**config.mk**
```make
export PLATFORM = sky130hd
export DESIGN_NAME = phyan_regs
export DESIGN_NICKNAME = d
export VERILOG_FILES = /design/src/core/phyan_pkg.sv /design/src/core/phyan_partner_page.sv /design/src/core/phyan_regs.sv
export VERILOG_INCLUDE_DIRS = /design/src /design/src/core
export SDC_FILE = /design/constraint.sdc
export NUM_CORES = 1
export LEC_CHECK = 0
export BUFFER_PORTS_ARGS = -buffer_cell sky130_fd_sc_hd__buf_2
export CORE_MARGIN = 2
export CORE_UTILIZATION = 39
export DETAILED_ROUTE_END_ITERATION = 16
export PLACE_DENSITY = 0.6
export SYNTH_ARGS = -nofsm -noshare
export SYNTH_HDL_FRONTEND = slang
export SYNTH_HIERARCHICAL = 1
export SYNTH_SLANG_ARGS = --single-unit
export TNS_END_PERCENT = 1
```
**constraint.sdc**
```tcl
create_clock -name clock -period 3.1 [get_ports clock]
set_clock_uncertainty 0.05 [all_clocks]
set_input_delay 0.62 -clock clock [delete_from_list [all_inputs] [get_ports clock]]
set_output_delay 0.62 -clock clock [all_outputs]
set_load 0.01 [all_outputs]
```
**src/core/phyan_defines.svh**
```systemverilog
`ifndef PHYAN_DEFINES_SVH
`define PHYAN_DEFINES_SVH

// register offsets on the management interface
`define PHYAN_OFF_IDENT_HIGH   5'h02
`define PHYAN_OFF_IDENT_LOW    5'h03
`define PHYAN_OFF_ADVERTISE    5'h04
`define PHYAN_OFF_PARTNER      5'h05

// advertisement field positions
`define PHYAN_ADV_NEXT_PAGE_BIT    15
`define PHYAN_ADV_RSV14_BIT        14
`define PHYAN_ADV_REMOTE_FAULT_BIT 13
`define PHYAN_ADV_PAUSE_BIT        10
`define PHYAN_ADV_FOUR_PAIR_BIT    9
`define PHYAN_ADV_FAST_FULL_BIT    8
`define PHYAN_ADV_FAST_HALF_BIT    7
`define PHYAN_ADV_SLOW_FULL_BIT    6
`define PHYAN_ADV_SLOW_HALF_BIT    5

// advertisement reset value before straps are applied, and writable mask
`define PHYAN_ADV_RESET        16'h0001
`define PHYAN_ADV_WR_MASK      16'hA5FF
`define PHYAN_SELECTOR_8023    5'h01

// management frame figures
`define PHYAN_PREAMBLE_BITS    6'h20
`define PHYAN_ADDR_BITS        5'h0A
`define PHYAN_DATA_BITS        5'h10
`define PHYAN_OP_READ          2'h2
`define PHYAN_OP_WRITE         2'h1

`endif

```
**src/core/phyan_pkg.sv**
```systemverilog
package phyan_pkg;

  // management frame receiver states
  typedef enum logic [2:0]
  {
    PHYAN_PRE,
    PHYAN_START,
    PHYAN_OPCODE,
    PHYAN_ADDR,
    PHYAN_TURN,
    PHYAN_DATA
  } phyan_frame_e;

  typedef logic [15:0] phyan_word_t;

endpackage : phyan_pkg

```
**src/core/phyan_partner_page.sv**
```systemverilog
`timescale 1ns/1ps
`default_nettype none
`include "phyan_defines.svh"

module phyan_partner_page
  import phyan_pkg::*;
(
  // clock and synchronised reset
  input  wire logic        clock,
  input  wire logic        rst_sync_b,
  // pages received by the negotiation engine
  input  wire logic        base_valid,
  input  wire phyan_word_t base_page,
  input  wire logic        next_valid,
  input  wire phyan_word_t next_page,
  input  wire logic        an_done,
  input  wire logic        next_page_on,
  // stored partner word
  output phyan_word_t      partner_word
);

  phyan_word_t partner_reg;   // last accepted partner page
  phyan_word_t partner_next;  // its next value
  logic        take_next;     // next page may replace the base page

  // next pages only overwrite once negotiation has finished
  assign take_next    = next_valid && an_done && next_page_on;
  assign partner_next = take_next  ? next_page :
                        base_valid ? base_page : partner_reg;
  assign partner_word = partner_reg;

  // holding register, cleared by reset
  always_ff @(posedge clock or negedge rst_sync_b)
  begin
    if (!rst_sync_b)
      partner_reg <= 16'h0000;
    else
      partner_reg <= partner_next;
  end

  base_load_a: assert property (@(posedge clock) disable iff (!rst_sync_b)
    (base_valid && !take_next) |=> (partner_word == $past(base_page)))
    else $error("partner base page not stored");

  next_gate_a: assert property (@(posedge clock) disable iff (!rst_sync_b)
    (!base_valid && !(next_valid && an_done && next_page_on)) |=> $stable(partner_word))
    else $error("partner page changed without a load");

  next_take_a: assert property (@(posedge clock) disable iff (!rst_sync_b)
    take_next |=> (partner_word == $past(next_page)))
    else $error("partner next page not stored");

endmodule : phyan_partner_page
`default_nettype wire

```
**src/core/phyan_regs.sv**
```systemverilog
`timescale 1ns/1ps
`default_nettype none
`include "phyan_defines.svh"

module phyan_regs
  import phyan_pkg::*;
#(
  parameter logic [23:0] ORG_CODE       = 24'h5A3C21, // arbitrary value
  parameter logic [5:0]  MODEL_NUMBER   = 6'h2A,      // arbitrary value
  parameter logic [3:0]  MODEL_REVISION = 4'h1        // arbitrary value
)
(
  // clock and reset
  input  wire logic        clock,
  input  wire logic        rst_b,
  // serial management pins
  input  wire logic        mdc,
  input  wire logic        mdio_in,
  output logic             mdio_out,
  output logic             mdio_oe,
  input  wire logic [4:0]  phy_addr,
  // strap pins
  input  wire logic        strap_pause,
  input  wire logic        strap_fast_full,
  input  wire logic        strap_fast_half,
  input  wire logic        strap_slow_full,
  input  wire logic        strap_slow_half,
  // negotiation engine side
  input  wire logic        partner_base_valid,
  input  wire phyan_word_t partner_base_page,
  input  wire logic        partner_next_valid,
  input  wire phyan_word_t partner_next_page,
  input  wire logic        an_complete,
  output phyan_word_t      advertise_page
);

  // reset release chain
  logic        rst_meta_reg;       // first release stage
  logic        rst_sync_b;         // released reset used everywhere else

  // frame receiver state
  phyan_frame_e state_reg;         // where in the frame we are
  phyan_frame_e state_next;
  logic [5:0]  pre_cnt_reg;        // consecutive preamble ones
  logic [5:0]  pre_cnt_next;
  logic [4:0]  bit_cnt_reg;        // bits taken in the current field
  logic [4:0]  bit_cnt_next;
  logic [1:0]  op_reg;             // opcode of the frame
  logic [1:0]  op_next;
  logic [9:0]  addr_reg;           // phy and register address
  logic [9:0]  addr_next;
  phyan_word_t shift_reg;          // data in or out
  phyan_word_t shift_next;
  logic        drive_reg;          // we own the data pin
  logic        drive_next;
  logic        out_reg;            // level we drive
  logic        out_next;
  logic        mdc_prev_reg;       // last clock level seen

  // register state
  phyan_word_t adv_reg;            // advertisement register
  phyan_word_t adv_next;
  logic        strap_load_reg;     // straps not yet taken
  phyan_word_t partner_word;       // stored partner ability
  phyan_word_t ident_high;         // first identifier word
  phyan_word_t ident_low;          // second identifier word
  phyan_word_t read_word;          // word selected by address
  phyan_word_t strap_word;         // straps placed in their bit positions
  phyan_word_t write_word;         // write data after masking
  // decoded events
  logic        mdc_rise;           // one-cycle pulse per management clock
  logic        addr_match;         // frame is for this phy
  logic        last_addr_bit;
  logic        last_data_bit;
  logic        write_commit;       // write frame to the advertisement register ended for us
  logic [4:0]  reg_addr;
  // write mask helper; read-only and reserved bits fall away
  function automatic phyan_word_t phyan_mask_adv(input phyan_word_t w);
    phyan_mask_adv = w & `PHYAN_ADV_WR_MASK;
  endfunction : phyan_mask_adv

  // release reset through two stages; assertion stays asynchronous
  always_ff @(posedge clock or negedge rst_b)
  begin
    if (!rst_b)
    begin
      rst_meta_reg <= 1'b0;
      rst_sync_b   <= 1'b0;
    end
    else
    begin
      rst_meta_reg <= 1'b1;
      rst_sync_b   <= rst_meta_reg;
    end
  end

  // identifier words: org code held as ieee bits 1..24 in [23:0]
  assign ident_high = ORG_CODE[21:6];
  assign ident_low  = {ORG_CODE[5:0], MODEL_NUMBER, MODEL_REVISION};
  // read select; unmapped offsets answer zero
  assign reg_addr  = addr_reg[4:0];
  assign read_word = (reg_addr == `PHYAN_OFF_IDENT_HIGH) ? ident_high :
                     (reg_addr == `PHYAN_OFF_IDENT_LOW)  ? ident_low  :
                     (reg_addr == `PHYAN_OFF_ADVERTISE)  ? adv_reg    :
                     (reg_addr == `PHYAN_OFF_PARTNER)    ? partner_word :
                     16'h0000;
  // strap levels placed on their advertisement bits
  assign strap_word = {5'h00, strap_pause, 1'b0, strap_fast_full, strap_fast_half,
                       strap_slow_full, strap_slow_half, 5'h00};
  assign write_word = phyan_mask_adv({shift_reg[14:0], mdio_in}); // last bit still on pin
  // frame decode
  assign mdc_rise      = mdc && !mdc_prev_reg;
  assign addr_match    = (addr_reg[9:5] == phy_addr);
  assign last_addr_bit = (bit_cnt_reg == `PHYAN_ADDR_BITS - 5'h01);
  assign last_data_bit = (bit_cnt_reg == `PHYAN_DATA_BITS - 5'h01);
  assign write_commit  = mdc_rise && (state_reg == PHYAN_DATA) && last_data_bit &&
                         (op_reg == `PHYAN_OP_WRITE) && addr_match &&
                         (reg_addr == `PHYAN_OFF_ADVERTISE);
  // strap defaults land once, in the first cycle after release
  assign adv_next = strap_load_reg ? (`PHYAN_ADV_RESET | strap_word) :
                    write_commit   ? write_word :
                    adv_reg;
  // advertisement register; only writable fields ever change
  always_ff @(posedge clock or negedge rst_sync_b)
  begin
    if (!rst_sync_b)
    begin
      adv_reg        <= `PHYAN_ADV_RESET;
      strap_load_reg <= 1'b1;
    end
    else
    begin
      adv_reg        <= adv_next;
      strap_load_reg <= 1'b0;
    end
  end

  // the negotiation engine always sees the live register
  assign advertise_page = adv_reg;

  // frame receiver, advanced on each management clock rise
  always_comb
  begin
    state_next   = state_reg;
    pre_cnt_next = pre_cnt_reg;
    bit_cnt_next = bit_cnt_reg;
    op_next      = op_reg;
    addr_next    = addr_reg;
    shift_next   = shift_reg;
    drive_next   = drive_reg;
    out_next     = out_reg;
    if (mdc_rise)
    begin
      case (state_reg)
        PHYAN_PRE:
        begin
          // a zero after a full preamble is the first start bit
          if (mdio_in)
            pre_cnt_next = (pre_cnt_reg == `PHYAN_PREAMBLE_BITS) ? pre_cnt_reg
                                                                 : pre_cnt_reg + 6'h01;
          else if (pre_cnt_reg == `PHYAN_PREAMBLE_BITS)
            state_next = PHYAN_START;
          else
            pre_cnt_next = 6'h00;
        end
        PHYAN_START:
        begin
          bit_cnt_next = 5'h00;
          pre_cnt_next = 6'h00;
          state_next   = mdio_in ? PHYAN_OPCODE : PHYAN_PRE;
        end
        PHYAN_OPCODE:
        begin
          op_next      = {op_reg[0], mdio_in};
          bit_cnt_next = bit_cnt_reg + 5'h01;
          if (bit_cnt_reg == 5'h01)
          begin
            bit_cnt_next = 5'h00;
            state_next   = PHYAN_ADDR;
          end
        end
        PHYAN_ADDR:
        begin
          addr_next    = {addr_reg[8:0], mdio_in};
          bit_cnt_next = bit_cnt_reg + 5'h01;
          if (last_addr_bit)
          begin
            bit_cnt_next = 5'h00;
            state_next   = PHYAN_TURN;
          end
        end
        PHYAN_TURN:
        begin
          bit_cnt_next = bit_cnt_reg + 5'h01;
          if (bit_cnt_reg == 5'h00)
          begin
            // drive the second turnaround bit low on our reads
            if ((op_reg == `PHYAN_OP_READ) && addr_match)
            begin
              drive_next = 1'b1;
              out_next   = 1'b0;
              shift_next = read_word;
            end
          end
          else
          begin
            bit_cnt_next = 5'h00;
            state_next   = PHYAN_DATA;
            out_next     = shift_reg[15];
            if (drive_reg)
              shift_next = {shift_reg[14:0], 1'b0};
          end
        end
        PHYAN_DATA:
        begin
          bit_cnt_next = bit_cnt_reg + 5'h01;
          if (drive_reg)
          begin
            out_next   = shift_reg[15];
            shift_next = {shift_reg[14:0], 1'b0};
          end
          else
            shift_next = {shift_reg[14:0], mdio_in};
          if (last_data_bit)
          begin
            // release the pin; the next frame needs a fresh preamble
            drive_next   = 1'b0;
            out_next     = 1'b0;
            bit_cnt_next = 5'h00;
            pre_cnt_next = 6'h00;
            state_next   = PHYAN_PRE;
          end
        end
        default:
          state_next = PHYAN_PRE;
      endcase
    end
  end

  // frame receiver flops
  always_ff @(posedge clock or negedge rst_sync_b)
  begin
    if (!rst_sync_b)
    begin
      state_reg    <= PHYAN_PRE;
      pre_cnt_reg  <= 6'h00;
      bit_cnt_reg  <= 5'h00;
      op_reg       <= 2'h0;
      addr_reg     <= 10'h000;
      shift_reg    <= 16'h0000;
      drive_reg    <= 1'b0;
      out_reg      <= 1'b0;
      mdc_prev_reg <= 1'b0;
    end
    else
    begin
      state_reg    <= state_next;
      pre_cnt_reg  <= pre_cnt_next;
      bit_cnt_reg  <= bit_cnt_next;
      op_reg       <= op_next;
      addr_reg     <= addr_next;
      shift_reg    <= shift_next;
      drive_reg    <= drive_next;
      out_reg      <= out_next;
      mdc_prev_reg <= mdc;
    end
  end
  assign mdio_out = out_reg;
  assign mdio_oe  = drive_reg;

  // partner ability storage
  phyan_partner_page u_partner
  (
    .clock        (clock),
    .rst_sync_b   (rst_sync_b),
    .base_valid   (partner_base_valid),
    .base_page    (partner_base_page),
    .next_valid   (partner_next_valid),
    .next_page    (partner_next_page),
    .an_done      (an_complete),
    .next_page_on (adv_reg[`PHYAN_ADV_NEXT_PAGE_BIT]),
    .partner_word (partner_word)
  );

  reserved_zero_a: assert property (@(posedge clock) disable iff (!rst_sync_b)
    !adv_reg[14] && !adv_reg[12] && !adv_reg[11])
    else $error("reserved advertisement bit set");
  four_pair_a: assert property (@(posedge clock) disable iff (!rst_sync_b)
    !advertise_page[9])
    else $error("four pair ability advertised");
  strap_load_a: assert property (@(posedge clock) disable iff (!rst_sync_b)
    strap_load_reg |=> (adv_reg[10] == $past(strap_pause)) &&
                       (adv_reg[8:5] == $past({strap_fast_full, strap_fast_half,
                                               strap_slow_full, strap_slow_half})))
    else $error("strap defaults not loaded");
  strap_sel_a: assert property (@(posedge clock) disable iff (!rst_sync_b)
    strap_load_reg |=> (adv_reg[4:0] == `PHYAN_SELECTOR_8023) && !adv_reg[15] && !adv_reg[13])
    else $error("advertisement defaults wrong");
  write_take_a: assert property (@(posedge clock) disable iff (!rst_sync_b)
    (write_commit && !strap_load_reg) |=>
      (adv_reg == ($past({shift_reg[14:0], mdio_in}) & `PHYAN_ADV_WR_MASK)))
    else $error("advertisement write lost");
  adv_hold_a: assert property (@(posedge clock) disable iff (!rst_sync_b)
    (!write_commit && !strap_load_reg) |=> $stable(adv_reg))
    else $error("advertisement changed without a write");
  ident_read_a: assert property (@(posedge clock) disable iff (!rst_sync_b)
    (mdc_rise && state_reg == PHYAN_TURN && bit_cnt_reg == 5'h00 && op_reg == 2'h2 &&
     addr_match && reg_addr == 5'h02) |=> (shift_reg == ORG_CODE[21:6]) && mdio_oe && !mdio_out)
    else $error("first identifier read wrong");
  ident_low_a: assert property (@(posedge clock) disable iff (!rst_sync_b)
    (mdc_rise && state_reg == PHYAN_TURN && bit_cnt_reg == 5'h00 && op_reg == 2'h2 &&
     addr_match && reg_addr == 5'h03) |=>
      (shift_reg == {ORG_CODE[5:0], MODEL_NUMBER, MODEL_REVISION}))
    else $error("second identifier read wrong");
  adv_out_a: assert property (@(posedge clock) disable iff (!rst_sync_b)
    (mdc_rise && state_reg == PHYAN_TURN && bit_cnt_reg == 5'h00 && op_reg == 2'h2 &&
     addr_match && reg_addr == 5'h04) |=> (shift_reg == $past(advertise_page)))
    else $error("advertised page differs from register");

endmodule : phyan_regs
`default_nettype wire

```
==> impl_metrics.csv <==
group,metric,value,unit
outcome,status,"finished clean",
power,max-vdd-ir-drop,0.000235,V
routing,vias_per_cell,5.37,
synthesis,ys.flop_type,"dfrtp_1",
die,core-area,10300,sq um
clock_network,cts-resized-gates,0,
routing,dr_total_vias,3214,
power,switching_share,36.2,%
sta,report.final.slew_viol_count,0,
power,p_sw,1.13,mW
setup_path,required,3.27,ns
setup_path,crit_chain,"ha_1 > and3_1 > ha_1 > and2_1 > nand4_1 > or4b_1 > mux2i_1 > o21ai_0",
setup_path,endpoint_kind,"register",
sta,fin_crit_sh,88.0,%
synthesis,yosysWarnings,6,
die,dieArea,11500,sq um
routing,antenna_left,0,
routing,drtIter0Drc,208,
synthesis,synth_seq_cells,76,
die,die_y,107,microns
grt,grt_max_degree,28,
die,fp-row-count,37,
synthesis,yosys.area.top_type,"dfrtp_1",
power,power_leakage,2.20,nW
synthesis,synth_compound_area_share,15.7,%
synthesis,synth-xor-area-share,1.26,%
final_layout,fillers,965,
routing,firstDrtPassIters,4,
synthesis,synthAdderAreaFrac,2.40,%
clock_network,worst_skew_pair.late_latency,0.34,ns
clock_network,cts_tree,"built",
setup_path,cp_common_cell,"ha_1",
clock_network,cts-root-buf,"clkbuf_8",
setup_path,start_kind,"register",
routing,drt_wl_total,9450,microns
grt,grt_pass1_vias,3127,
clock_network,clk_pin_slew,0.08,ns
power,p_int,1.99,mW
setup_path,crit_fanout,13,
power,clock_power_share,23.9,%
synthesis,synth_top_family_by_area,"simple AND/OR/NAND/NOR gates",
final_layout,drive_above_1_share,26.4,%
sta,tightestPinTransition,0.782,ns
grt,antenna_found_initial,0,
synthesis,ys_top_cells_by_area,"dfrtp_1 (44%), mux2i_1 (8.7%), mux2_2 (4.6%)",
synthesis,synth-edff-count,0,
routing,drc,0,
grt,grt_overflow_total,0,
routing,wl_per_cell,15.8,microns
sta,hold_violations,0,
final_layout,n_antenna_cell,0,
clock_network,post_cts_buffers,0,
setup_path,criticalPathCategory,"reg -> reg",
die,initial_core_util,40.3,%
synthesis,ys_async_sr_fraction,100,%
die,io_pins,67,
sta,rsz0062_at_grt,"no",
synthesis,synth_cell_type_count,57,
setup_path,cpPeakStageDelay,0.88,ns
run,drv_cap,0,
die,dieWidth,107,microns
clock_network,hold_buffers,1,
power,p_per_area,655,nW/um^2
synthesis,netlist_instances,397,
sta,setup_viol,0,
placement,hpwl,6950,microns
final_layout,area_growth,14.2,%
synthesis,synth_top_area_share,44.5,%
sta,maxSlewHeadroom,47.4,%
clock_network,clock_path_buffers,2,
power,pwr-share-comb,32.0,%
synthesis,ys_seq_area_share,45.7,%
worst_hold_path,hp-class,"reg -> async",
power,p_seq_share,44.1,%
placement,io_buffers,62,
synthesis,synth.avg_cell_area,10.5,sq um
clock_network,cts_sinks,76,
placement,gp_congestion,0.794,
grt,grt_pass1_wl,15600,microns
synthesis,synthSimpleGateAreaFrac,16.0,%
setup_path,critical_path.slowest_cell,"or4b_1",
synthesis,synth_area,4160,sq um
final_layout,fin_nets,514,
clock_network,cts_made_buffers,9,
grt,grtUsageTotal,17.3,%
sta,fin_crit,2.73,ns
clock_network,htreeDepth,3,
sta,clock.fmax,0.366,GHz
final_layout,fin_util,46.1,%
sta,fin_tns_setup,0,ns
synthesis,synthMuxAreaShare,13.3,%
setup_path,cp_data_arrival_time,2.90,ns
## cells in the mapped netlist, types with 2 or more instances
library cell / instances
dfrtp_1: 74
mux2i_1: 36
nand2_1: 26
nor2_1: 21
o21ai_0: 20
nand4_1: 18
mux2_2: 17
a21oi_1: 10
a2bb2oi_1: 10
inv_1: 10
nand3_1: 10
o21ai_2: 10
clkbuf_1: 9
a211oi_1: 8
ha_1: 8
nor3_1: 8
o31ai_1: 8
o22ai_1: 7
nor2b_1: 6
o21ai_1: 6
xor2_1: 6
buf_4: 5
buf_6: 5
a21o_1: 4
buf_1: 4
nand2b_1: 4
and2_1: 3
and3_1: 3
buf_2: 3
nor4b_1: 3
a221o_1: 2
conb_1: 2
dfstp_2: 2
nand3b_1: 2
nor4_1: 2
nor4b_4: 2
o211ai_1: 2
or3_1: 2
## metrics by stage
| step | cell area (sq um) | hold WS [ns] | cells | setup WS, ns | power [mW] |
|---|---|---|---|---|---|
| floorplan | 4180 | 0.274 | 401 | 0.780 | 2.10 |
| global placement | 4550 | 0.241 | 581 | 0.507 | 2.37 |
| detailed placement | 4550 | 0.252 | 581 | 0.365 | 2.39 |
| CTS | 4760 | 0.257 | 598 | 0.370 | 3.14 |
| global route | 4760 | 0.287 | 598 | 0.182 | 3.35 |
| finish | 4760 | 0.228 | 598 | 0.371 | 3.12 |
## path summary, 6_finish.rpt
path | cells after the start | slack (ns) | start | endpoint
worst max-delay path | 8 | 0.37 | bit_cnt_reg[0]$_DFFE_PN0P_ | advertise_page[5]$_DFFE_PN0P_
worst min-delay path | 0 | 0.23 | rst_sync_b$_DFF_PN0_ | pre_cnt_reg[2]$_DFFE_PN0P_
worst max register to register | 8 | 0.37 | bit_cnt_reg[0]$_DFFE_PN0P_ | advertise_page[5]$_DFFE_PN0P_
worst min register to register | 0 | 0.23 | rst_sync_b$_DFF_PN0_ | pre_cnt_reg[2]$_DFFE_PN0P_
max in group asynchronous | 1 | 1.95 | rst_sync_b$_DFF_PN0_ | strap_load_reg$_DFF_PN1_
min in group clock | 0 | 0.31 | rst_meta_reg$_DFF_PN0_ | rst_sync_b$_DFF_PN0_
## worst max-delay path: cells and delay by family, from the launching register on
family | cells | cell delay [ns]
AO/OA/AOI/OAI | 1 | 0.09
multiplexers | 1 | 0.26
adder cells (fa/ha/maj) | 2 | 0.40
AND/OR/NAND/NOR | 4 | 1.35
flip-flops | 1 | 0.45
## final cells by class
cell class | instances | area (sq um) | share of cell area, %
Timing Repair Buffer | 74 | 403 | 8.47
Inverter | 10 | 37.5 | 0.789
Clock inverter | 5 | 62.6 | 1.32
Multi-Input combinational cell | 286 | 2050 | 43.0
Tap cell | 136 | 170 | 3.58
Clock buffer | 11 | 131 | 2.76
Sequential cell | 76 | 1910 | 40.1
## per-layer routing
metal / vias to the layer above / part of all wire [%] / GRT usage, % / routed length (microns)
li1: 1574 / - / - / -
met4: 0 / 1.2 / 6.04 / 111
met5: - / 0 / 0 / 0
met1: 1572 / 48 / 23.9 / 4520
met2: 59 / 48 / 27.9 / 4550
met3: 9 / 2.8 / 2.36 / 267
## cells in the final DEF, fill, tap and decap left out, drive strengths merged, types with 10 or more instances in the layout
cell     Yosys  final
nor2        21     21
o21ai       36     36
mux2i       36     36
dfrtp       74     74
inv         10     10
a21oi       10     10
nand4       18     18
clkbuf      11     11
nand3       11     11
a2bb2oi     10     10
nand2       26     26
buf         18     73
mux2        17     17
## power groups by stage
stage          Sequential [mW]  Clock, mW  Combinational (mW)
2_1_floorplan             1.33          0               0.768
3_3_place_gp              1.39          0               0.980
3_5_place_dp              1.39          0               0.994
4_1_cts                   1.37      0.765                1.00
5_1_grt                   1.41      0.824                1.12
6_report                  1.38      0.744               0.997
## kinds of logic after synthesis
| group | count (synthesis) |
|---|---|
| fa+ha+maj | 8 |
| xor+xnor | 6 |
| mux | 53 |
| other cells | 2 |
| flops | 76 |
| buf+inv | 39 |
| compound gates | 95 |
| simple gates | 118 |
Note: power is estimated with default switching activity, not from simulation.
